$ cat src/hw/bps_regs.svh
`ifndef BPS_REGS_SVH
`define BPS_REGS_SVH

// Register byte offsets
`define BPS_OFS_CTRL    8'h00
`define BPS_OFS_STAT    8'h04
`define BPS_OFS_MASK    8'h08

// Control register fields
`define BPS_CTRL_PRI_EN 0
`define BPS_CTRL_SEC_EN 1
`define BPS_CTRL_RST    2'h0

// Status and mask register fields
`define BPS_ST_PRI_DET  0
`define BPS_ST_SEC_DET  1
`define BPS_ST_PRI_DPD  2
`define BPS_ST_SEC_DPD  3
`define BPS_MASK_RST    4'h0
`define BPS_STAT_RST    4'h0

// Bus answers and padding
`define BPS_RESP_OKAY   2'h0
`define BPS_RESP_SLVERR 2'h2
`define BPS_PAD_CTRL    30'h0000_0000
`define BPS_PAD_STAT    28'h000_0000
`define BPS_WORD_RST    32'h0000_0000
`define BPS_ADDR_RST    8'h00
`define BPS_STRB_RST    4'h0

`endif

$ cat src/hw/bps_pkg.sv
package bps_pkg;
   typedef enum logic [1:0] {BPS_READ, BPS_POSTED_WR, BPS_DELAYED_WR}
      bps_xact_e;
   typedef enum logic {BPS_DOWN, BPS_UP} bps_dir_e;
   typedef enum logic {BPS_BUS_PRI, BPS_BUS_SEC} bps_bus_e;
endpackage

$ cat src/hw/bps_sync2.sv
`timescale 1ns/10ps
module bps_sync2 #(
   parameter logic RST_VAL = 1'b1
) (
   // Clock and reset
   input  wire logic aclk,
   input  wire logic aresetn,
   // Pin in, synchronised level out
   input  wire logic d,
   output logic      q
);
   logic meta_reg;
   logic meta_next;
   logic q_next;

   always_comb
   begin
      meta_next = d;
      q_next    = meta_reg;
   end

   always_ff @(posedge aclk)
   begin
      if (!aresetn)
      begin
         meta_reg <= RST_VAL;
         q        <= RST_VAL;
      end
      else
      begin
         meta_reg <= meta_next;
         q        <= q_next;
      end
   end
endmodule

$ cat src/hw/bps_sticky.sv
`timescale 1ns/10ps
module bps_sticky (
   // Clock and reset
   input  wire logic aclk,
   input  wire logic aresetn,
   // Hardware set, software clear
   input  wire logic set,
   input  wire logic clr,
   output logic      q
);
   logic q_next;

   // Set wins so an error in the clearing cycle is kept
   always_comb
   begin
      q_next = (q & ~clr) | set;
   end

   always_ff @(posedge aclk)
   begin
      if (!aresetn)
         q <= 1'b0;
      else
         q <= q_next;
   end
endmodule

$ cat src/hw/bps_parity_status.sv
`timescale 1ns/10ps
`include "bps_regs.svh"

// Operation
// - A data parity error found on the primary bus sets primary detected.
// - Primary detected sets only for up reads or down writes seen on primary.
// - A data parity error found on the secondary bus sets secondary detected.
// - Secondary detected sets only for down reads or up writes on secondary.
// - Primary parity detected is set only while the bridge masters primary.
// - Primary parity detected is set only while the primary enable is one.
// - Primary parity detected fires on the primary error pin or an own error.
// - Primary parity detected sets for up errors on primary with enable one.
// - Secondary parity detected needs the bridge to master the secondary bus.
// - Secondary parity detected needs the secondary enable at one.
// - Secondary parity detected fires on the secondary pin or an own error.
// - Secondary parity detected sets for down errors on secondary, enabled.
module bps_parity_status (
   // Clock and reset
   input  wire logic               aclk,
   input  wire logic               aresetn,
   // AXI4-Lite write address and data
   input  wire logic [7:0]         awaddr,
   input  wire logic               awvalid,
   output logic                    awready,
   input  wire logic [31:0]        wdata,
   input  wire logic [3:0]         wstrb,
   input  wire logic               wvalid,
   output logic                    wready,
   // AXI4-Lite write response
   output logic [1:0]              bresp,
   output logic                    bvalid,
   input  wire logic               bready,
   // AXI4-Lite read
   input  wire logic [7:0]         araddr,
   input  wire logic               arvalid,
   output logic                    arready,
   output logic [31:0]             rdata,
   output logic [1:0]              rresp,
   output logic                    rvalid,
   input  wire logic               rready,
   // Transaction error report from the bridge's own parity checkers
   input  wire logic               evt_valid,
   input  wire bps_pkg::bps_xact_e evt_type,
   input  wire bps_pkg::bps_dir_e  evt_dir,
   input  wire bps_pkg::bps_bus_e  evt_bus,
   // Bridge currently acts as master on each bus
   input  wire logic               pri_master_active,
   input  wire logic               sec_master_active,
   // Parity error pins, active low, asynchronous
   input  wire logic               primary_parity_error_pin_n,
   input  wire logic               secondary_parity_error_pin_n,
   // Interrupt
   output logic                    irq
);
   import bps_pkg::*;

   logic [1:0]  ctrl_reg, ctrl_next;
   logic [3:0]  mask_reg, mask_next;
   logic        irq_next;
   logic [3:0]  stat;
   logic [3:0]  stat_set;
   logic [3:0]  stat_clr;
   logic        pri_pin_n_sync;
   logic        sec_pin_n_sync;
   logic        ev_pri, ev_sec;
   logic        aw_got_reg, aw_got_next;
   logic        w_got_reg, w_got_next;
   logic [7:0]  waddr_reg, waddr_next;
   logic [31:0] wdat_reg, wdat_next;
   logic [3:0]  wstb_reg, wstb_next;
   logic        awready_next, wready_next, bvalid_next;
   logic [1:0]  bresp_next;
   logic        arready_next, rvalid_next;
   logic [31:0] rdata_next;
   logic [1:0]  rresp_next;
   logic        wr_fire;
   logic        wr_mapped;
   logic        rd_mapped;
   logic [31:0] rd_word;

   // Pins cross two flops before any logic looks at them
   bps_sync2 #(.RST_VAL(1'b1)) u_pri_sync (
      .aclk    (aclk),
      .aresetn (aresetn),
      .d       (primary_parity_error_pin_n),
      .q       (pri_pin_n_sync)
   );
   bps_sync2 #(.RST_VAL(1'b1)) u_sec_sync (
      .aclk    (aclk),
      .aresetn (aresetn),
      .d       (secondary_parity_error_pin_n),
      .q       (sec_pin_n_sync)
   );

   // Classification of each report
   always_comb
   begin
      ev_pri = evt_valid && (evt_bus == BPS_BUS_PRI);
      ev_sec = evt_valid && (evt_bus == BPS_BUS_SEC);
      stat_set[`BPS_ST_PRI_DET] = ev_pri &&
         (((evt_dir == BPS_UP) && (evt_type == BPS_READ)) ||
          ((evt_dir == BPS_DOWN) && (evt_type != BPS_READ)));
      stat_set[`BPS_ST_SEC_DET] = ev_sec &&
         (((evt_dir == BPS_DOWN) && (evt_type == BPS_READ)) ||
          ((evt_dir == BPS_UP) && (evt_type != BPS_READ)));
      // Upstream means the bridge masters the primary bus
      stat_set[`BPS_ST_PRI_DPD] = ctrl_reg[`BPS_CTRL_PRI_EN] &&
         ((ev_pri && (evt_dir == BPS_UP)) ||
          (!pri_pin_n_sync && pri_master_active));
      stat_set[`BPS_ST_SEC_DPD] = ctrl_reg[`BPS_CTRL_SEC_EN] &&
         ((ev_sec && (evt_dir == BPS_DOWN)) ||
          (!sec_pin_n_sync && sec_master_active));
   end

   genvar gi;
   generate
      for (gi = 0; gi < 4; gi++)
      begin : g_stat
         bps_sticky u_bit (
            .aclk    (aclk),
            .aresetn (aresetn),
            .set     (stat_set[gi]),
            .clr     (stat_clr[gi]),
            .q       (stat[gi])
         );
      end
   endgenerate

   // Write channel: address and data are taken in either order
   always_comb
   begin
      wr_fire   = aw_got_reg && w_got_reg && !bvalid;
      wr_mapped = (waddr_reg == `BPS_OFS_CTRL) ||
                  (waddr_reg == `BPS_OFS_STAT) ||
                  (waddr_reg == `BPS_OFS_MASK);
      aw_got_next = aw_got_reg;
      w_got_next  = w_got_reg;
      waddr_next  = waddr_reg;
      wdat_next   = wdat_reg;
      wstb_next   = wstb_reg;
      bvalid_next = bvalid;
      bresp_next  = bresp;
      if (awvalid && awready)
      begin
         aw_got_next = 1'b1;
         waddr_next  = awaddr;
      end
      if (wvalid && wready)
      begin
         w_got_next = 1'b1;
         wdat_next  = wdata;
         wstb_next  = wstrb;
      end
      if (wr_fire)
      begin
         aw_got_next = 1'b0;
         w_got_next  = 1'b0;
         bvalid_next = 1'b1;
         bresp_next  = wr_mapped ? `BPS_RESP_OKAY : `BPS_RESP_SLVERR;
      end
      if (bvalid && bready)
         bvalid_next = 1'b0;
      awready_next = !aw_got_next && !bvalid_next;
      wready_next  = !w_got_next && !bvalid_next;
   end

   always_ff @(posedge aclk)
   begin
      if (!aresetn)
      begin
         aw_got_reg <= 1'b0;
         w_got_reg  <= 1'b0;
         waddr_reg  <= `BPS_ADDR_RST;
         wdat_reg   <= `BPS_WORD_RST;
         wstb_reg   <= `BPS_STRB_RST;
         awready    <= 1'b0;
         wready     <= 1'b0;
         bvalid     <= 1'b0;
         bresp      <= `BPS_RESP_OKAY;
      end
      else
      begin
         aw_got_reg <= aw_got_next;
         w_got_reg  <= w_got_next;
         waddr_reg  <= waddr_next;
         wdat_reg   <= wdat_next;
         wstb_reg   <= wstb_next;
         awready    <= awready_next;
         wready     <= wready_next;
         bvalid     <= bvalid_next;
         bresp      <= bresp_next;
      end
   end

   // Register effects of a write; only byte lane 0 holds live bits
   always_comb
   begin
      ctrl_next = ctrl_reg;
      mask_next = mask_reg;
      stat_clr  = `BPS_STAT_RST;
      if (wr_fire && wstb_reg[0])
      begin
         if (waddr_reg == `BPS_OFS_CTRL)
            ctrl_next = wdat_reg[1:0];
         if (waddr_reg == `BPS_OFS_MASK)
            mask_next = wdat_reg[3:0];
         if (waddr_reg == `BPS_OFS_STAT)
            stat_clr = wdat_reg[3:0];
      end
      irq_next = |(stat & mask_reg);
   end

   always_ff @(posedge aclk)
   begin
      if (!aresetn)
      begin
         ctrl_reg <= `BPS_CTRL_RST;
         mask_reg <= `BPS_MASK_RST;
         irq      <= 1'b0;
      end
      else
      begin
         ctrl_reg <= ctrl_next;
         mask_reg <= mask_next;
         irq      <= irq_next;
      end
   end

   // Read channel: data is captured at the address handshake
   always_comb
   begin
      rd_mapped = 1'b1;
      case (araddr)
         `BPS_OFS_CTRL: rd_word = {`BPS_PAD_CTRL, ctrl_reg};
         `BPS_OFS_STAT: rd_word = {`BPS_PAD_STAT, stat};
         `BPS_OFS_MASK: rd_word = {`BPS_PAD_STAT, mask_reg};
         default:
         begin
            rd_word   = `BPS_WORD_RST;
            rd_mapped = 1'b0;
         end
      endcase
      rvalid_next = rvalid;
      rdata_next  = rdata;
      rresp_next  = rresp;
      if (arvalid && arready)
      begin
         rvalid_next = 1'b1;
         rdata_next  = rd_word;
         rresp_next  = rd_mapped ? `BPS_RESP_OKAY : `BPS_RESP_SLVERR;
      end
      if (rvalid && rready)
         rvalid_next = 1'b0;
      arready_next = !rvalid_next;
   end

   always_ff @(posedge aclk)
   begin
      if (!aresetn)
      begin
         arready <= 1'b0;
         rvalid  <= 1'b0;
         rdata   <= `BPS_WORD_RST;
         rresp   <= `BPS_RESP_OKAY;
      end
      else
      begin
         arready <= arready_next;
         rvalid  <= rvalid_next;
         rdata   <= rdata_next;
         rresp   <= rresp_next;
      end
   end
endmodule

$ cat config.mk
export PLATFORM = sky130hd
export DESIGN_NAME = bps_parity_status
export DESIGN_NICKNAME = d
export VERILOG_FILES = /design/src/hw/bps_pkg.sv /design/src/hw/bps_sync2.sv /design/src/hw/bps_sticky.sv /design/src/hw/bps_parity_status.sv
export VERILOG_INCLUDE_DIRS = /design/src /design/src/hw
export SDC_FILE = /design/constraint.sdc
export NUM_CORES = 1
export LEC_CHECK = 0
export ABC_CLOCK_PERIOD_IN_PS = 4400
export BUFFER_PORTS_ARGS = -buffer_cell sky130_fd_sc_hd__buf_4
export CORE_UTILIZATION = 46
export DETAILED_ROUTE_END_ITERATION = 7
export HOLD_SLACK_MARGIN = 0.15
export PLACE_DENSITY = 0.84
export SYNTH_ARGS = -nofsm -noshare
export SYNTH_HDL_FRONTEND = slang
export SYNTH_SLANG_ARGS = --single-unit
export TNS_END_PERCENT = 5
$ cat constraint.sdc
create_clock -name aclk -period 4.4 [get_ports aclk]
set_input_delay 0.66 -clock aclk [delete_from_list [all_inputs] [get_ports aclk]]
set_output_delay 0.66 -clock aclk [all_outputs]
set_load 0.03 [all_outputs]
# Yosys cells after proc, flatten, opt, wreduce, memory -nomap -nowiden
# Cells that the tools add are included.
classes:
  n_mux: 14
  n_reduce_logical: 45
  bitwise: 15
  n_eq_ne: 4
op_table:
  columns: ["operator", "n"]
  rows:
  - ["logical AND 1 bit", 24]
  - ["equality test 8 x 3 -> 1 bit, second input constant", 2]
  - ["equality test 8 x 4 -> 1 bit, second input constant", 2]
  - ["zero test 8 bit", 2]
  - ["one-hot mux 4 bit (3 select lines)", 1]
  - ["two-way mux 1 bit", 9]
  - ["two-way mux 4 bit", 2]
  - ["zero test 1 bit", 7]
  - ["logical OR 1 bit", 6]
  - ["inverter 1 bit", 6]
  - ["AND 1 bit", 4]
  - ["AND 4 bit", 1]
  - ["two-way mux 2 bit", 2]
  - ["bitwise OR 1 bit", 4]
  - ["AND reduction 2 bit", 2]
  - ["OR reduction 4 bit", 1]
  - ["OR reduction 3 bit", 1]
  - ["zero test 2 bit", 1]
  - ["nonzero test 2 bit", 1]
word_totals:
  output_inout_bits: 42
  wordCells: 102
  regBits: 71
  input_bits: 68

# Depth between registers and ports, before layout
# Gate-level depths: netlist (run 1).
depth:
  word_depth: 7
  depth_mapped: 5
  mapped_depth_nobuf: 4

# By module
# A second synthesis (run 1) with hierarchy kept.
hier_totals:
  cells_unflattened: 219
  area_unflattened_um2: 1943.1
modules_own_cells:
  columns: ["mod", "area_each_um2", "n_inst", "seq_area_each_um2", "cells_per_inst"]
  rows:
  - ["bps_parity_status", 1672.9, 1, 660.6, 199]
  - ["bps_sticky", 41.3, 4, 20.0, 3]
  - ["bps_sync2", 52.6, 2, 40.0, 4]

# Least setup slack after synthesis (run 1)
# Ideal clock, no wire load.
synth_timing:
  path_type: "input-to-reg"
  startpoint: "in araddr[4]"
  endpoint: "reg rdata[0]"
  setup_ns: 0.069
  arrival_time_ns: 1.927
  required_ns: 4.331
  path_slack_ns: 2.404
  stages: 4
  path_buffers: 0
  cell_sequence: "or4_1 > or4_4 > or2_0 > o21ai_1"
synth_between:
  elab_chain_cells: 2
  elab_cells_between_ends: 4
  cone_classes: "2 x eq/ne; 1 x mux; 1 x reduce/logical"
synth_rtl:
  columns: ["item", "line_no", "rtl"]
  rows:
  - ["start, declared", "bps_parity_status.sv:34", "input wire logic [7:0] araddr,"]
  - ["equality test 8 x 4 -> 1 bit (tied with other cells)", "bps_parity_status.sv:233", "case (araddr)"]
  - ["one-hot mux 4 bit (3 select lines) (*)", "bps_parity_status.sv:233", null]
  - ["end signal, assigned", "bps_parity_status.sv:263", "rdata <= `BPS_WORD_RST;"]
  - ["end signal, assigned", "bps_parity_status.sv:270", "rdata <= rdata_next;"]
  - ["end, declared", "bps_parity_status.sv:37", "output logic [31:0] rdata,"]
# Mark *: on every way between the ends. The rest lies on a longest branch, timed or not.
# A chain may end at the register's enable or synchronous reset.

# Worst setup path in the final report (run 1)
# Same ends and word-level chain as after synthesis.

==> results of run 1 <==
through the flow:
stage	total power, mW	hold WS (ns)	util	instance area (sq um)	instances
detailed placement	0.521	0.391	0.562	2100	308
global route	0.786	0.424	0.584	2190	316
global placement	0.518	0.392	0.562	2100	308
CTS	0.751	0.408	0.584	2190	316
floorplan	0.500	0.386	-	1940	248
finish	0.742	0.406	0.584	2190	316
Yosys cell counts:
cell type	count	area share
sky130_fd_sc_hd__a21oi_1	25	0.068
sky130_fd_sc_hd__and4b_1	1	0.0055
sky130_fd_sc_hd__or4_1	1	0.0041
sky130_fd_sc_hd__o21ai_0	7	0.019
sky130_fd_sc_hd__a311oi_1	2	0.0096
sky130_fd_sc_hd__nor4_1	1	0.0034
sky130_fd_sc_hd__and4_1	1	0.0048
sky130_fd_sc_hd__clkbuf_1	4	0.0082
sky130_fd_sc_hd__and3b_1	2	0.0096
sky130_fd_sc_hd__inv_1	3	0.0062
sky130_fd_sc_hd__a31o_2	1	0.0048
sky130_fd_sc_hd__nand4_1	2	0.0068
sky130_fd_sc_hd__nand3_1	11	0.030
sky130_fd_sc_hd__dfxtp_1	41	0.45
sky130_fd_sc_hd__xor2_1	1	0.0048
sky130_fd_sc_hd__conb_1	1	0.0021
sky130_fd_sc_hd__o21ai_1	2	0.0055
sky130_fd_sc_hd__nor3_1	2	0.0055
sky130_fd_sc_hd__nand2_1	40	0.082
sky130_fd_sc_hd__nor2_1	9	0.018
sky130_fd_sc_hd__and2_1	5	0.017
sky130_fd_sc_hd__a41o_1	1	0.0055
sky130_fd_sc_hd__nor2b_1	3	0.010
sky130_fd_sc_hd__o22ai_1	2	0.0068
sky130_fd_sc_hd__a22oi_1	4	0.016
sky130_fd_sc_hd__nand3b_1	1	0.0041
sky130_fd_sc_hd__and3_1	2	0.0068
sky130_fd_sc_hd__buf_4	32	0.13
sky130_fd_sc_hd__mux2i_1	5	0.027
sky130_fd_sc_hd__or2_0	1	0.0034
sky130_fd_sc_hd__or4_4	1	0.0062
sky130_fd_sc_hd__nand2b_1	5	0.017
worst register-to-register path: cells and delay by family, from the launching register on:
family | cells | cell delay [ns]
AND/OR/NAND/NOR | 3 | 0.85
flip-flops | 1 | 0.31
AO/OA/AOI/OAI | 1 | 0.24
power groups by stage:
stage          Combinational [mW]  Sequential, mW  Clock [mW]
6_report                    0.116           0.396       0.230
4_1_cts                     0.116           0.396       0.239
5_1_grt                     0.126           0.398       0.261
2_1_floorplan              0.0896           0.411           0
3_3_place_gp                0.114           0.404           0
3_5_place_dp                0.116           0.405           0
worst max-delay path by stage:
stage / start / end / slack (ns) / cells after the start
2_1_floorplan: araddr[4] / rdata[0] / 2.40 / 4
3_3_place_gp: araddr[4] / rdata[0] / 2.25 / 5
3_5_place_dp: araddr[4] / rdata[0] / 2.24 / 5
4_1_cts: araddr[4] / rdata[0] / 2.54 / 5
5_1_grt: araddr[4] / rdata[0] / 2.47 / 5
6_report: araddr[4] / rdata[0] / 2.53 / 5
per-layer routing:
layer,wire [um],global-route usage,vias to the layer above
met3,260,0.0739,5
met5,0,0,-
met1,1420,0.190,686
met2,1630,0.298,57
met4,61,0.0924,0
li1,-,-,788
cell families after synthesis:
| logic type | after synthesis | synth area share |
|---|---|---|
| flops | 41 | 0.449 |
| mux | 5 | 0.0274 |
| xor+xnor | 1 | 0.00479 |
| simple gates | 88 | 0.235 |
| buf+inv | 39 | 0.146 |
| compound gates | 44 | 0.136 |
| other cells | 1 | 0.00205 |
final cells by class:
class | instances | area share
Timing Repair Buffer | 48 | 0.165
Tap cell | 48 | 0.0275
Sequential cell | 41 | 0.376
Clock inverter | 2 | 0.00458
Inverter | 3 | 0.00515
Clock buffer | 6 | 0.0332
Multi-Input combinational cell | 168 | 0.389
==> qor.txt, run 1 <==
TIMING
----------------------------------------------------------------------------------
Remaining max-slew budget at the tightest pin                                0.583
RSZ-0062 raised after global routing                                         false
# setup viols final                                                              0
Final slew viol count                                                            0
Final setup margin                                                         2.53 ns
Hold Violations, Final                                                           0
F_max                                                                      535 MHz
Fin Setup TNS                                                                 0 ns
Transition time at the pin with the least slew margin                     0.624 ns
Final period demand of the worst path                                      1.87 ns
Worst Skew                                                              0.00548 ns
Post-route clock period utilization                                          0.425

FLOORPLAN
----------------------------------------------------------------------------------
Number of rows created at floorplan                                             22
Number of placed I/O pins                                                      110
Vert. Die Dim                                                              65.1 um
Die area                                                              0.00423 sq mm
Total core area                                                       0.00374 sq mm
Initial Utilization                                                          0.489
Width of the die                                                           65.1 um

POWER AND IR DROP
----------------------------------------------------------------------------------
Net load switching power                                                  0.206 mW
Logic gate share of total power                                              0.156
Sw Share                                                                     0.278
VDD IR max                                                                0.191 mV
Power density over the cells                                           340 mW/mm^2
Internal power summed over all cells                                      0.536 mW
Seq pwr share                                                                0.533
Pleak                                                                     0.960 nW
Share of total power in the clock network                                    0.310

SETUP PATH
----------------------------------------------------------------------------------
Maximum fanout encountered on the critical timing path                           4
Arrival @ worst endpoint                                                   2.10 ns
Category of the most critical setup path                              primary input to flip-flop
Startpoint types                                                      primary input
Cell family with most CP delay                                        simple AND/OR/NAND/NOR gates
Reg2Reg Depth                                                                    4
R2R Setup Slk                                                              2.90 ns
Largest stage delay, worst path                                            0.51 ns
Crit path buffers/inverters                                                      1
Critical-path top delay cell                                          sky130_fd_sc_hd__or4_1
Startpoint of the worst-slack reg-to-reg timing path                  waddr_reg[7]
Required time worst endpoint                                               4.63 ns
Endpoint of the worst-slack reg-to-reg timing path                    g_stat[0].u_bit.q
Type of destination of the critical path                                 flip-flop
Cell-by-cell listing of the critical path                             buf_4 > or4_1 > or4_4 > or2_0 > o21ai_1

CTS
----------------------------------------------------------------------------------
Number of H-tree branching levels                                                2
Number of hold buffers added after cts                                           0
CTS root buffer                                                       sky130_fd_sc_hd__clkbuf_8
TritonCTS clock tree                                                           yes
Clk pin slew, worst setup/hold paths                                       0.07 ns
Worst skew pair latency                                                    0.29 ns
Count of clock tree sinks                                                       41
Buffer levels on the longest clock path                                          2
TritonCTS Buffers                                                                5
Number of setup buffers added after CTS                                          0
Number of resized instances in the post-cts repair step                          0

YOSYS
----------------------------------------------------------------------------------
Sequential area share after synthesis                                        0.449
Synthesis warning total                                                          0
Cell Area, Synth                                                      0.00183 sq mm
Count of distinct cell types in the synthesized netlist                         32
Number of register bits inferred by synthesis                                   41
Number of instances in the synthesized netlist                                 219
Mapped Avg Cell Area                                                    8.35 sq um

MIN PATH
----------------------------------------------------------------------------------
Hold Path Cell Cnt                                                               1
End point of the most critical hold path                              u_sec_sync.q
Hold/Removal Path Class                                               flip-flop to flip-flop
Worst Min Path Start                                                  u_sec_sync.meta_reg

GLOBAL ROUTING
----------------------------------------------------------------------------------
Via count of the first global-routing pass                                   1,396
Global-route wire length before repair                                     5630 um
Largest net degree at the start of global routing                               29
Total routing usage reported by global routing                               0.178
Number of antenna violations at the first check in global routing                0
Residual overflow from global routing                                            0

FINAL LAYOUT
----------------------------------------------------------------------------------
Fillers                                                                        362
Share of layout cells above drive strength 1                                 0.213
Multi-input combinational cell area                                      851 sq um
Flip-flop count of the largest register, all copies and words added              8
Most used cells in the layout excluding fill and tap cells            48 x sky130_fd_sc_hd__buf_4, 41 x sky130_fd_sc_hd__dfxtp_1, 40 x sky130_fd_sc_hd__nand2_1
Final antenna diode count                                                        0
Number of nets in the layout                                                   335
Area Overhead vs Synth                                                       19.5%
Most common cell after layout, fill and taps aside                    sky130_fd_sc_hd__buf_4
Sequential cell area in the final layout                                 821 sq um

ROUTING
----------------------------------------------------------------------------------
Detailed router's first-iteration violation count                               48
Post-detailed-route count of antenna-violating nets                              0
Routed vias                                                                  1,536
Ratio of routed vias to standard cells                                        4.86
DR pass1 iterations                                                              4
Average wire per cell in the routed design                                 10.7 um
Routed Wire Length                                                         3370 um
DRC errors left                                                                  0

PLACED DESIGN
----------------------------------------------------------------------------------
RD Place Congestion                                                          0.861
HPWL after DPL                                                             2540 um
Port-buffer cells                                                               48
Setup slack at placement                                                   2.24 ns

FLOW RUN
----------------------------------------------------------------------------------
Maximum Capacitance Violations                                                   0

OUTCOME
----------------------------------------------------------------------------------
Outcome                                                               finished, final reports clean

Power figures use the tool's default switching activity.
==> run 2: changes to the inputs <==
--- a/config.mk
+++ b/config.mk
@@ -6,12 +6,12 @@
 export SDC_FILE = /design/constraint.sdc
 export NUM_CORES = 1
 export LEC_CHECK = 0
-export ABC_CLOCK_PERIOD_IN_PS = 4400
+export ABC_CLOCK_PERIOD_IN_PS = 1500
 export BUFFER_PORTS_ARGS = -buffer_cell sky130_fd_sc_hd__buf_4
-export CORE_UTILIZATION = 46
+export CORE_UTILIZATION = 39
 export DETAILED_ROUTE_END_ITERATION = 7
 export HOLD_SLACK_MARGIN = 0.15
-export PLACE_DENSITY = 0.84
+export PLACE_DENSITY = 0.76
 export SYNTH_ARGS = -nofsm -noshare
 export SYNTH_HDL_FRONTEND = slang
 export SYNTH_SLANG_ARGS = --single-unit
==> constraint.sdc (replaced) <==
create_clock -name aclk -period 1.5 [get_ports aclk]
set_input_delay 0.225 -clock aclk [delete_from_list [all_inputs] [get_ports aclk]]
set_output_delay 0.225 -clock aclk [all_outputs]
set_load 0.03 [all_outputs]
==> run 2 against run 1 <==
The run now ends with design-rule violations left. Combinational power increased to 3.1 times the previous value. Register-to-register slack got worse by 2.8 ns. Global-route usage decreased by 2.9 points. Critical endpoint unchanged. Highest routed layer unchanged.
==> qor.txt, run 2 (synthesized netlist as in run 1, its figures left out) <==
FLOORPLAN
----------------------------------------------------------------------------------
Number of placed I/O pins                                                      110   unchanged
Vert. Die Dim                                                              70.5 um   was 65.1 um
Total core area                                                       0.00444 sq mm   was 0.00374 sq mm
Width of the die                                                           70.5 um   was 65.1 um
Number of rows created at floorplan                                             24   was 22
Die area                                                              0.00497 sq mm   was 0.00423 sq mm
Initial Utilization                                                          0.412   was 0.489

POWER AND IR DROP
----------------------------------------------------------------------------------
VDD IR max                                                                0.546 mV   was 0.191 mV
Power density over the cells                                           981 mW/mm^2   was 340 mW/mm^2
Pleak                                                                     0.997 nW   was 0.960 nW

GLOBAL ROUTING
----------------------------------------------------------------------------------
Largest net degree at the start of global routing                               19   was 29
Number of antenna violations at the first check in global routing                0   unchanged
Via count of the first global-routing pass                                   1,363   was 1,396
Residual overflow from global routing                                            0   unchanged
Total routing usage reported by global routing                               0.149   was 0.178
Global-route wire length before repair                                     5780 um   was 5630 um

TIMING
----------------------------------------------------------------------------------
# setup viols final                                                              0   unchanged
Worst Skew                                                              0.00598 ns   was 0.00548 ns
Fin Setup TNS                                                                 0 ns   unchanged
Hold Violations, Final                                                           0   unchanged
F_max                                                                      703 MHz
Final period demand of the worst path                                      1.42 ns
RSZ-0062 raised after global routing                                         false   unchanged
Post-route clock period utilization                                          0.949
Worst hold-check slack                                                    0.182 ns   was 0.406 ns
Final setup margin                                                       0.0769 ns   was 2.53 ns
Final slew viol count                                                            0   unchanged

ROUTING
----------------------------------------------------------------------------------
Detailed router's first-iteration violation count                               77   was 48
Average wire per cell in the routed design                                 10.7 um   about the same
Ratio of routed vias to standard cells                                        4.71   was 4.86
Post-detailed-route count of antenna-violating nets                              0   unchanged
Routed Wire Length                                                         3510 um   was 3370 um
DRC errors left                                                                 22   was 0
DR pass1 iterations                                                              6   was 4
Routed vias                                                                  1,541   was 1,536

SETUP PATH
----------------------------------------------------------------------------------
Required time worst endpoint                                               1.73 ns   was 4.63 ns
Arrival @ worst endpoint                                                   1.65 ns   was 2.10 ns
Crit path buffers/inverters                                                      1   unchanged
Category of the most critical setup path                              primary input to flip-flop   unchanged
Cell family with most CP delay                                        simple AND/OR/NAND/NOR gates   unchanged
Critical-path top delay cell                                          sky130_fd_sc_hd__or4_1   unchanged
Maximum fanout encountered on the critical timing path                           4   unchanged
Largest stage delay, worst path                                            0.51 ns   about the same
Cell-by-cell listing of the critical path                             buf_4 > or4_1 > or4_4 > or2_0 > o21ai_1   unchanged
Type of destination of the critical path                                 flip-flop   unchanged
R2R Setup Slk                                                              0.10 ns   was 2.90 ns
Startpoint types                                                      primary input   unchanged

FINAL LAYOUT
----------------------------------------------------------------------------------
Share of layout cells above drive strength 1                                 0.233   was 0.213
Fillers                                                                        441   was 362
Most used cells in the layout excluding fill and tap cells            54 x sky130_fd_sc_hd__buf_4, 40 x sky130_fd_sc_hd__nand2_1, 40 x sky130_fd_sc_hd__dfxtp_1   was 48 x sky130_fd_sc_hd__buf_4, 41 x sky130_fd_sc_hd__dfxtp_1, 40 x sky130_fd_sc_hd__nand2_1
Number of nets in the layout                                                   343   was 335
Area Overhead vs Synth                                                       23.9%   was 19.5%
Flip-flop count of the largest register, all copies and words added              8   unchanged
Final antenna diode count                                                        0   unchanged
Most common cell after layout, fill and taps aside                    sky130_fd_sc_hd__buf_4   unchanged

FLOW RUN
----------------------------------------------------------------------------------
Maximum Capacitance Violations                                                   0   unchanged

CTS
----------------------------------------------------------------------------------
Count of clock tree sinks                                                       41   unchanged
Buffer levels on the longest clock path                                          2   unchanged
CTS root buffer                                                       sky130_fd_sc_hd__clkbuf_8   unchanged
TritonCTS Buffers                                                                5   unchanged
Number of setup buffers added after CTS                                          0   unchanged
Worst skew pair latency                                                    0.29 ns   about the same
TritonCTS clock tree                                                           yes   unchanged
Number of H-tree branching levels                                                2   unchanged
Clk pin slew, worst setup/hold paths                                       0.07 ns   about the same

PLACED DESIGN
----------------------------------------------------------------------------------
Setup slack at placement                                                 -0.207 ns   was 2.24 ns
Port-buffer cells                                                               48   unchanged
RD Place Congestion                                                          0.795   was 0.861
HPWL after DPL                                                             2600 um   was 2540 um

OUTCOME
----------------------------------------------------------------------------------
Failing checks                                                        design-rule violations
Outcome                                                               complete, but fails checks   was finished, final reports clean

MIN PATH
----------------------------------------------------------------------------------
Hold/Removal Path Class                                               primary input to flip-flop   was flip-flop to flip-flop

run 2: cell count changes in the layout (fill, tap and decap cells not counted):
cell,before,now
sky130_fd_sc_hd__dlygate4sd3_1,0,2
sky130_fd_sc_hd__buf_4,48,54
sky130_fd_sc_hd__nor4_2,0,1
sky130_fd_sc_hd__clkbuf_8,5,6
sky130_fd_sc_hd__dfxtp_1,41,40
sky130_fd_sc_hd__nor4_1,1,0
sky130_fd_sc_hd__dfxtp_2,0,1
sky130_fd_sc_hd__clkinv_2,2,0
run 2: through the flow:
stage	power (mW)	instances	utilization	area [sq um]
floorplan	1.47	248	-	1940
global placement	1.54	318	0.485	2150
detailed placement	1.54	318	0.485	2150
CTS	2.24	327	0.509	2260
global route	2.34	327	0.510	2270
finish	2.22	327	0.510	2270
run 2: report_power, final:
part / internal [mW] / switching, mW
logic: 0.135 / 0.225
registers: 1.13 / 0.0334
clock network: 0.364 / 0.334
total: 1.63 / 0.592
run 2: path summary, 6_finish.rpt:
check / start / end / cells past startpoint
min reg2reg: u_sec_sync.meta_reg / u_sec_sync.q / 1
max reg2reg: waddr_reg[7] / g_stat[0].u_bit.q / 5
min: awaddr[6] / waddr_reg[6] / 3
max: araddr[4] / rdata[0] / 5
run 2: repair_timing:
item | in CTS | in global routing
gates resized for setup | 0 | 1
endpoints found under the setup margin | 0 | 1
hold buffers | 2 | 0
endpoints found under the hold margin | 2 | 0
run 2: tightest hold or removal path, cell delays in order:
cell	delay (ns)
sky130_fd_sc_hd__buf_4	0.10
sky130_fd_sc_hd__nand2_1	0.04
sky130_fd_sc_hd__a21oi_1	0.05
run 2: layout make-up:
type / instances / area [sq um] / share of cell area
multi-input cells: 168 / 857 / 0.378
clock buffers: 7 / 86.3 / 0.0381
repair buffers: 56 / 425 / 0.188
inverters: 3 / 11.3 / 0.00497
well taps: 52 / 65.1 / 0.0287
flip-flops and latches: 41 / 822 / 0.363
run 2: routing by layer:
layer,vias up,track usage,part of all wire
met5,-,0,0
met4,0,0.0544,0.0051
met3,2,0.0534,0.074
met2,53,0.249,0.48
met1,687,0.174,0.44
li1,799,-,-
